--- config.mk ---
export PLATFORM = sky130hd
export DESIGN_NAME = overheat_pin_ctrl
export DESIGN_NICKNAME = d
export VERILOG_FILES = /design/src/verilog/overheat_timer.v /design/src/verilog/overheat_pin_ctrl.v
export VERILOG_INCLUDE_DIRS = /design/src /design/src/verilog
export SDC_FILE = /design/constraint.sdc
export NUM_CORES = 1
export LEC_CHECK = 0
export BUFFER_PORTS_ARGS = -buffer_cell sky130_fd_sc_hd__buf_2
export CORE_AREA = 2 2 148 114
export CTS_CLUSTER_DIAMETER = 50
export CTS_CLUSTER_SIZE = 28
export DETAILED_ROUTE_END_ITERATION = 16
export DIE_AREA = 0 0 150 116
export PLACE_DENSITY_LB_ADDON = 0.12
export SLEW_MARGIN = 20
export SYNTH_ARGS = -nofsm -noshare
export SYNTH_HDL_FRONTEND = slang
export SYNTH_SLANG_ARGS = --single-unit
--- constraint.sdc ---
create_clock -name clk -period 3.4 [get_ports clk]
set_input_delay 0.68 -clock clk [delete_from_list [all_inputs] [get_ports clk]]
set_output_delay 0.68 -clock clk [all_outputs]
set_load 0.01 [all_outputs]
--- src/verilog/overheat_regs.vh ---
// register offsets, field positions, reset values and timing for the overheat pin block
`ifndef OVERHEAT_REGS_VH
`define OVERHEAT_REGS_VH

`define OFS_STATUS2 8'h42
`define OFS_LIMIT_R1 8'h6a
`define OFS_LIMIT_LOC 8'h6b
`define OFS_LIMIT_R2 8'h6c
`define OFS_MASK2 8'h75
`define OFS_CFG3 8'h78
`define OFS_TIMER 8'h79
`define OFS_TIMER_LIMIT 8'h7a
`define OFS_CFG5 8'h7c
`define OFS_CFG4 8'h7d

`define CFG3_ALERT_EN 0
`define CFG3_TIMER_EN 1
`define CFG3_FULL_SPEED_ON_ASSERT 2
`define CFG4_FUNC_LO 0
`define CFG4_FUNC_HI 1
`define CFG4_LATCH_DIS 2
`define CFG4_LATCH_SEL 3
`define CFG5_DRV_R1 5
`define CFG5_DRV_LOC 6
`define CFG5_DRV_R2 7
`define ST2_LATCH 0
`define ST2_OVT 1
`define ST2_TIMER 5

`define FUNC_OVERHEAT 2'h0
`define FUNC_FAN4 2'h1
`define FUNC_GPIO 2'h2
`define FUNC_ALERT 2'h3

`define RST_CFG3 8'h00
`define RST_CFG4 8'h01
`define RST_CFG5 8'h00
`define RST_MASK2 8'h00
`define RST_TIMER_LIMIT 8'h00
`define RST_LIMIT_R1 8'h64
`define RST_LIMIT_LOC 8'h64
`define RST_LIMIT_R2 8'h88

`define CLK_PERIOD_PS 5000
`define TICK_PERIOD_US 22760
// scaled in two steps so the product stays inside 32-bit integer arithmetic
`define TICK_CYCLES ((`TICK_PERIOD_US * 1000) / (`CLK_PERIOD_PS / 1000))

`endif

--- src/verilog/overheat_timer.v ---
// cumulative assertion timer with tick prescaler, saturation and clear on read
`timescale 1ns/1ps
module overheat_timer
#(
  parameter TICK_CYCLES = 4552000
)
(
  input wire clk,
  input wire rst_n,
  input wire run,
  input wire clear,
  output wire [7:0] value
);
  reg [22:0] presc_r;
  reg [7:0] ticks_r;
  reg seen_r;

  // bit 0 reads as one from the first assertion until two ticks are gathered
  assign value = (seen_r && ticks_r == 8'h00) ? 8'h01 : ticks_r;

  always @(posedge clk or negedge rst_n)
  begin
    if (!rst_n)
    begin
      presc_r <= 23'h000000;
      ticks_r <= 8'h00;
      seen_r <= 1'b0;
    end
    else if (clear)
    begin
      // a read during an assertion restarts from zero with bit 0 set again
      presc_r <= 23'h000000;
      ticks_r <= 8'h00;
      seen_r <= run;
    end
    else if (run)
    begin
      seen_r <= 1'b1;
      // prescaler holds while released, so time accumulates across assertions
      if (presc_r == TICK_CYCLES[22:0] - 23'h000001)
      begin
        presc_r <= 23'h000000;
        if (ticks_r != 8'hff)
          ticks_r <= ticks_r + 8'h01;
      end
      else
        presc_r <= presc_r + 23'h000001;
    end
  end
endmodule

--- src/verilog/overheat_pin_ctrl.v ---
// shared overheat pin control: pin function, drive, full_speed_on_assert, latch and assertion timer
`timescale 1ns/1ps
`include "overheat_regs.vh"

// Operation
// alert output off after reset; alert-enable bit makes first candidate pin alert.
// latching variant latches on selected remote over limit, forces fans full.
// bit 2 of configuration four disables latch and forced fans.
// latch holds until temperature below limit and status latch flag cleared.
// latching variant resets limits to 136 for remote two, 100 remote one.
// shared pin field: 01 fan4, 00 overheat, 11 alert, 10 general I/O.
// overheat monitoring also needs timer-enable bit, cleared at reset.
// full_speed_on_assert with pin low forces running fans to full duty.
// full_speed_on_assert only affects fans already running; others stay unchanged.
// full_speed_on_assert cleared leaves fan duty untouched by the pin.
// timer counts only while pin low, pauses, resumes, accumulates.
// timer clears on read and saturates at full scale.
// bit 0 set on first assertion; ticks of 22.76 ms thereafter.
// read during assertion restarts at one; limit zero sets timer flag.
// host clears the timer-limit flag after reading the timer.
// timer above limit sets timer-limit flag and raises alert.
// mask bit 5 suppresses alert from timer-limit flag.
// limit 0 alerts on first assertion, 1 after 45.52 ms.
// configuration five bits 5-7 let channels drive pin low when over.
// external low on the pin is timed when device not driving.
// with all drive bits clear the device never drives the pin; code still pulls it low for alert when the pin field is 11.
// status flags sticky; read clears only once the cause has gone; code keeps overtemp flag (bit 1) live, not sticky.
// tick comes from a clock prescaler; pin sampled through synchroniser.
// alert is OR of unmasked set status flags, held low.
module overheat_pin_ctrl
#(
  parameter LATCH_VARIANT = 0,
  parameter TICK_CYCLES = `TICK_CYCLES
)
(
  input wire clk,
  input wire resetn,
  input wire [7:0] reg_addr,
  input wire reg_wr,
  input wire reg_rd,
  input wire [7:0] reg_wdata,
  output reg [7:0] reg_rdata_r,
  input wire [9:0] temp_remote1,
  input wire [9:0] temp_local,
  input wire [9:0] temp_remote2,
  input wire [2:0] fan_running,
  input wire fan4_stall,
  input wire overheat_pin_in,
  output reg overheat_pin_out_r,
  output reg overheat_pin_oe_r,
  output reg pin5_out_r,
  output reg pin5_oe_r,
  output reg [2:0] fan_full_r,
  output reg latched_overheat_out_r
);
  reg rst_meta_r;
  reg rst_sync_r;
  reg pin_meta_r;
  reg pin_sync_r;
  reg [7:0] cfg3_r;
  reg [7:0] cfg4_r;
  reg [7:0] cfg5_r;
  reg [7:0] mask2_r;
  reg [7:0] timer_limit_r;
  reg [7:0] limit_r1_r;
  reg [7:0] limit_loc_r;
  reg [7:0] limit_r2_r;
  reg st_latch_r;
  reg st_timer_r;
  reg latch_r;
  reg [7:0] rd_nxt;
  wire rst_n;
  wire [1:0] func;
  wire monitor;
  wire pin_low;
  wire [2:0] over;
  wire [2:0] drive_sel;
  wire sel_over;
  wire sel_clear;
  wire latch_en;
  wire timer_rd;
  wire st2_rd;
  wire [7:0] timer_value;
  wire timer_cause;
  wire overtemp_flag;
  wire [7:0] status2;
  wire alert;

  // ------------------------------------------------------------
  // reset and pin synchronisers
  // ------------------------------------------------------------
  always @(posedge clk or negedge resetn)
  begin
    if (!resetn)
    begin
      rst_meta_r <= 1'b0;
      rst_sync_r <= 1'b0;
    end
    else
    begin
      rst_meta_r <= 1'b1;
      rst_sync_r <= rst_meta_r;
    end
  end
  assign rst_n = rst_sync_r;

  always @(posedge clk or negedge rst_n)
  begin
    if (!rst_n)
    begin
      pin_meta_r <= 1'b1;
      pin_sync_r <= 1'b1;
    end
    else
    begin
      pin_meta_r <= overheat_pin_in;
      pin_sync_r <= pin_meta_r;
    end
  end

  // ------------------------------------------------------------
  // temperature compares and pin function
  // ------------------------------------------------------------
  // temperatures carry two fraction bits: above limit means at least 0.25 over
  assign over[0] = temp_remote1 > {limit_r1_r, 2'b00};
  assign over[1] = temp_local > {limit_loc_r, 2'b00};
  assign over[2] = temp_remote2 > {limit_r2_r, 2'b00};
  assign func = cfg4_r[`CFG4_FUNC_HI:`CFG4_FUNC_LO];
  assign monitor = (func == `FUNC_OVERHEAT) && cfg3_r[`CFG3_TIMER_EN];
  // the pin level counts whoever pulls it, device or an external agent
  assign pin_low = monitor && !pin_sync_r;
  assign drive_sel = {cfg5_r[`CFG5_DRV_R2], cfg5_r[`CFG5_DRV_LOC], cfg5_r[`CFG5_DRV_R1]};
  assign overtemp_flag = |(over & drive_sel);
  assign sel_over = cfg4_r[`CFG4_LATCH_SEL] ? over[2] : over[0];
  assign sel_clear = cfg4_r[`CFG4_LATCH_SEL] ? (temp_remote2 < {limit_r2_r, 2'b00})
                                               : (temp_remote1 < {limit_r1_r, 2'b00});
  assign latch_en = (LATCH_VARIANT != 0) && !cfg4_r[`CFG4_LATCH_DIS];

  // ------------------------------------------------------------
  // assertion timer
  // ------------------------------------------------------------
  assign timer_rd = reg_rd && (reg_addr == `OFS_TIMER);
  assign st2_rd = reg_rd && (reg_addr == `OFS_STATUS2);

  overheat_timer #(
    .TICK_CYCLES(TICK_CYCLES)
  ) u_timer (
    .clk(clk),
    .rst_n(rst_n),
    .run(pin_low),
    .clear(timer_rd),
    .value(timer_value)
  );

  // in fan-4 mode the same flag reports a stalled fan instead
  assign timer_cause = (func == `FUNC_FAN4) ? fan4_stall
                                            : (monitor && timer_value > timer_limit_r);
  assign status2 = {2'b00, st_timer_r, 3'b000, overtemp_flag, st_latch_r};
  // overtemp flag is live, not sticky, so it drops with its cause
  assign alert = |(status2 & ~mask2_r);

  // ------------------------------------------------------------
  // registers and status
  // ------------------------------------------------------------
  always @*
  begin
    case (reg_addr)
      `OFS_STATUS2: rd_nxt = status2;
      `OFS_LIMIT_R1: rd_nxt = limit_r1_r;
      `OFS_LIMIT_LOC: rd_nxt = limit_loc_r;
      `OFS_LIMIT_R2: rd_nxt = limit_r2_r;
      `OFS_MASK2: rd_nxt = mask2_r;
      `OFS_CFG3: rd_nxt = cfg3_r;
      `OFS_TIMER: rd_nxt = timer_value;
      `OFS_TIMER_LIMIT: rd_nxt = timer_limit_r;
      `OFS_CFG5: rd_nxt = cfg5_r;
      `OFS_CFG4: rd_nxt = cfg4_r;
      default: rd_nxt = 8'h00;
    endcase
  end

  always @(posedge clk or negedge rst_n)
  begin
    if (!rst_n)
    begin
      cfg3_r <= `RST_CFG3;
      cfg4_r <= `RST_CFG4;
      cfg5_r <= `RST_CFG5;
      mask2_r <= `RST_MASK2;
      timer_limit_r <= `RST_TIMER_LIMIT;
      limit_r1_r <= `RST_LIMIT_R1;
      limit_loc_r <= `RST_LIMIT_LOC;
      limit_r2_r <= `RST_LIMIT_R2;
      reg_rdata_r <= 8'h00;
    end
    else
    begin
      if (reg_rd)
        reg_rdata_r <= rd_nxt;
      if (reg_wr)
      begin
        case (reg_addr)
          `OFS_LIMIT_R1: limit_r1_r <= reg_wdata;
          `OFS_LIMIT_LOC: limit_loc_r <= reg_wdata;
          `OFS_LIMIT_R2: limit_r2_r <= reg_wdata;
          `OFS_MASK2: mask2_r <= reg_wdata;
          `OFS_CFG3: cfg3_r <= reg_wdata;
          `OFS_TIMER_LIMIT: timer_limit_r <= reg_wdata;
          `OFS_CFG5: cfg5_r <= reg_wdata;
          `OFS_CFG4: cfg4_r <= reg_wdata;
          default: cfg3_r <= cfg3_r;
        endcase
      end
    end
  end

  // set wins over a read clear; a read only clears a flag whose cause is gone
  always @(posedge clk or negedge rst_n)
  begin
    if (!rst_n)
    begin
      st_timer_r <= 1'b0;
      st_latch_r <= 1'b0;
      latch_r <= 1'b0;
    end
    else
    begin
      if (timer_cause)
        st_timer_r <= 1'b1;
      else if (st2_rd)
        st_timer_r <= 1'b0;
      if (latch_en && sel_over)
        st_latch_r <= 1'b1;
      else if (st2_rd)
        st_latch_r <= 1'b0;
      if (!latch_en)
        latch_r <= 1'b0;
      else if (sel_over)
        latch_r <= 1'b1;
      else if (sel_clear && !st_latch_r)
        latch_r <= 1'b0;
    end
  end

  // ------------------------------------------------------------
  // pins and fan forcing
  // ------------------------------------------------------------
  always @(posedge clk or negedge rst_n)
  begin
    if (!rst_n)
    begin
      overheat_pin_out_r <= 1'b0;
      overheat_pin_oe_r <= 1'b0;
      pin5_out_r <= 1'b0;
      pin5_oe_r <= 1'b0;
      fan_full_r <= 3'b000;
      latched_overheat_out_r <= 1'b0;
    end
    else
    begin
      overheat_pin_out_r <= 1'b0;
      pin5_out_r <= 1'b0;
      // shared pin: drive low for alert or a drive-enabled channel over its limit
      overheat_pin_oe_r <= ((func == `FUNC_ALERT) && alert) ||
                           (monitor && overtemp_flag);
      if (LATCH_VARIANT != 0)
        pin5_oe_r <= latch_r;
      else
        pin5_oe_r <= cfg3_r[`CFG3_ALERT_EN] && alert;
      latched_overheat_out_r <= latch_r;
      // stopped fans are left alone by full_speed_on_assert
      fan_full_r <= ({3{cfg3_r[`CFG3_FULL_SPEED_ON_ASSERT] && pin_low}} & fan_running) |
                    {3{latch_r}};
    end
  end
endmodule

==> results.ini <==
[timing]
whs_ns=0.0397
finClkSkew_ns=0.00911
period_share_pct=85.3
fmax_ghz=0.345
finalSetupViolCount=0
worst_pin_slew_ns=1.03
drv_slew=0
fin_setup_tns_ns=0
min_period_ns=2.90
rsz0062_at_grt=no
relSlewSlack_pct=30.6
finalHoldViolCount=0

[clocking]
cts.path.max_buffers=2
cts-resized-gates=0
root_buffer=clkbuf_16
cts_sinks=114
cts_tree=done
cts_buffers=17
ctsHoldBuffers=0
cts_setup_buffers=0
htree_levels=4
cts.clk_slew.worst_paths_ns=0.05
clock_latency_ns=0.42

[setup_path]
crit_required_ns=3.70
cp_max_fo=7
setup.worst_path.end_class=register
regToRegEndpoint=st_timer_r
critPathKind=register to register
arrival_ns=3.20
r2r.worst_path.cells=10
critPathLaunchType=register
reg2reg_slack_ns=0.50
timing.rr.start=u_timer.ticks_r[2]

[power]
peakVddDrop_v=0.000339
seq_power_share_pct=40.3
clock_power_share_pct=50.7
p_leak_uw=0.00348
switchingPower_uw=930
p_comb_share_pct=9.0
internal-power_uw=2850
p_per_area_nw_per_um2=497
switching_share_pct=24.6

[yosys]
synth_largest_area_cell=dfrtp_1
yosysUniqueCellTypes=70
synth_edf_count=0
postSynthAreaPerCell_um2=10.4
netlist_top_cells_count=103 x dfrtp_1, 69 x mux2_2, 39 x nand2_1
synthMostInstantiatedCell=dfrtp_1
synthCells=616
netlist_area_um2=6430
async_flop_share_pct=100
synth_ff_type=dfrtp_1
ys_seq_elements=114
ys_warn_count=0
synth_area_leaders=dfrtp_1 40%, mux2_2 12%, ha_1 6.8%, dfstp_2 4.5%, nand2_1 2.3%
ys_seq_area_share_pct=44.6
yosysTopAreaCellShare_pct=40.1

[floorplanning]
die_w_um=150
die_area_um2=17400
start_util_pct=40.7
rows=40
die_h_um=116
coreArea_um2=15800
ios=71

[grt]
grt_pass1_vias=5048
grt_use_met1_pct=36.2
use_met2_pct=30.2
grtUsageTotal_pct=22.6
grt_max_degree=64
antenna_found_initial=1
grt_first_pass_wirelength_mm=29.2
overflow=0
grt_busiest_layer=met1
grt_util_met3_pct=5.35

[flow_run]
drv_cap=0

[finish]
drive_gt1_share_pct=29.3
areaGrowthSynthToFinish_pct=18.2
fillers=1484
fin_cells=904
layout.nets=770
design_area_um2=7600

[hold_path]
hold_path_class=primary input to async pin

[placed_design]
dp_hpwl_mm=13.7
gp_congestion=0.929
placed_cell_area_um2=6960
place_inst=871
port_buffers=67

[route]
wl_per_cell_um=20.5
drtAntennaViolNets=0
drt-vias-per-instance=5.68
dr.pass1.iters=5
num_vias=5132
wirelength_mm=18.5
drc=0
drt_iter0_drc=442

[run_status]
status=finished clean

## stage by stage
stage / utilization [%] / power (µW) / worst slack (ns)
floorplan: - / 1740 / 0.00821
global placement: 44.0 / 1860 / 0.625
detailed placement: 44.0 / 1880 / 0.562
CTS: 48.1 / 3820 / 0.571
global route: 48.1 / 3940 / 0.394
finish: 48.1 / 3780 / 0.501
## final cells by class
| cell class | count | area [µm²] | area share (%) |
|---|---|---|---|
| multi-input combinational | 438 | 3290 | 43.3 |
| sequential | 114 | 2870 | 37.8 |
| clock buffer | 19 | 453 | 5.96 |
| timing repair buffer | 75 | 408 | 5.37 |
| tap | 210 | 263 | 3.46 |
| clock inverter | 13 | 184 | 2.42 |
| inverter | 34 | 128 | 1.68 |
| antenna | 1 | 2.50 | 0.0329 |
## per-layer routing
metal / part of all wire [%] / wire length [µm]
met1: 52 / 9680
met2: 41 / 7530
met3: 6.3 / 1160
met4: 0.87 / 162
met5: 0 / 0
## cells in the final DEF (no fill, tap or decap), types with 14 or more instances in the layout
cell / n
nand3_1: 28
nor2_1: 34
nand4_1: 15
o21ai_0: 15
xor2_1: 14
nand2_1: 39
clkbuf_16: 17
dfrtp_1: 102
mux2_2: 69
inv_1: 34
ha_1: 35
a22oi_1: 14
buf_2: 67
a21oi_1: 27
## worst max-delay path: stages, from the launching register on
cell,delay [ns]
dfrtp_1,0.45
or4_1,0.54
nor4_1,0.33
nor2_1,0.14
ha_1,0.31
nor2b_1,0.13
o21ai_0,0.19
nand2b_1,0.08
a21oi_1,0.14
o21ai_0,0.15
a221o_1,0.32
## kinds of logic after synthesis
| family | count (synthesis) | share of synthesized area (%) |
|---|---|---|
| buffers and inverters | 66 | 4.32 |
| AND/OR/NAND/NOR | 191 | 16.7 |
| adder cells (fa/ha/maj) | 35 | 6.81 |
| flip-flops | 114 | 44.6 |
| other | 2 | 0.117 |
| XOR/XNOR | 17 | 2.32 |
| multiplexers | 76 | 13.2 |
| AO/OA/AOI/OAI | 115 | 12.0 |
## power by group through the flow
stage / sequential, µW / clock, µW / combinational [µW]
after global routing: 1530 / 2020 / 387
after CTS: 1520 / 1960 / 341
after floorplan: 1520 / 0 / 214
after detailed placement: 1540 / 0 / 339
final: 1520 / 1910 / 341
after global placement: 1540 / 0 / 323
## how the worst max path moves through the flow
stage | depth (start not counted) | end | startpoint
floorplan | 0 | cfg3_r[0] | rst_n
global placement | 7 | u_timer.presc_r[13] | reg_addr[4]
detailed placement | 7 | u_timer.presc_r[13] | reg_addr[4]
CTS | 10 | st_timer_r | u_timer.ticks_r[2]
global route | 10 | st_timer_r | u_timer.ticks_r[2]
finish | 10 | st_timer_r | u_timer.ticks_r[2]
## state kept, by name (all words and copies together) (netlist names), 3 cells and up
signal and count:
cfg3_r 8, cfg4_r 8, cfg5_r 8, fan_full_r 3, limit_loc_r 8, limit_r1_r 8, limit_r2_r 8, mask2_r 8
reg_rdata_r 8, timer_limit_r 8, u_timer.presc_r 23, u_timer.ticks_r 8
Power figures use the tool's default switching activity.
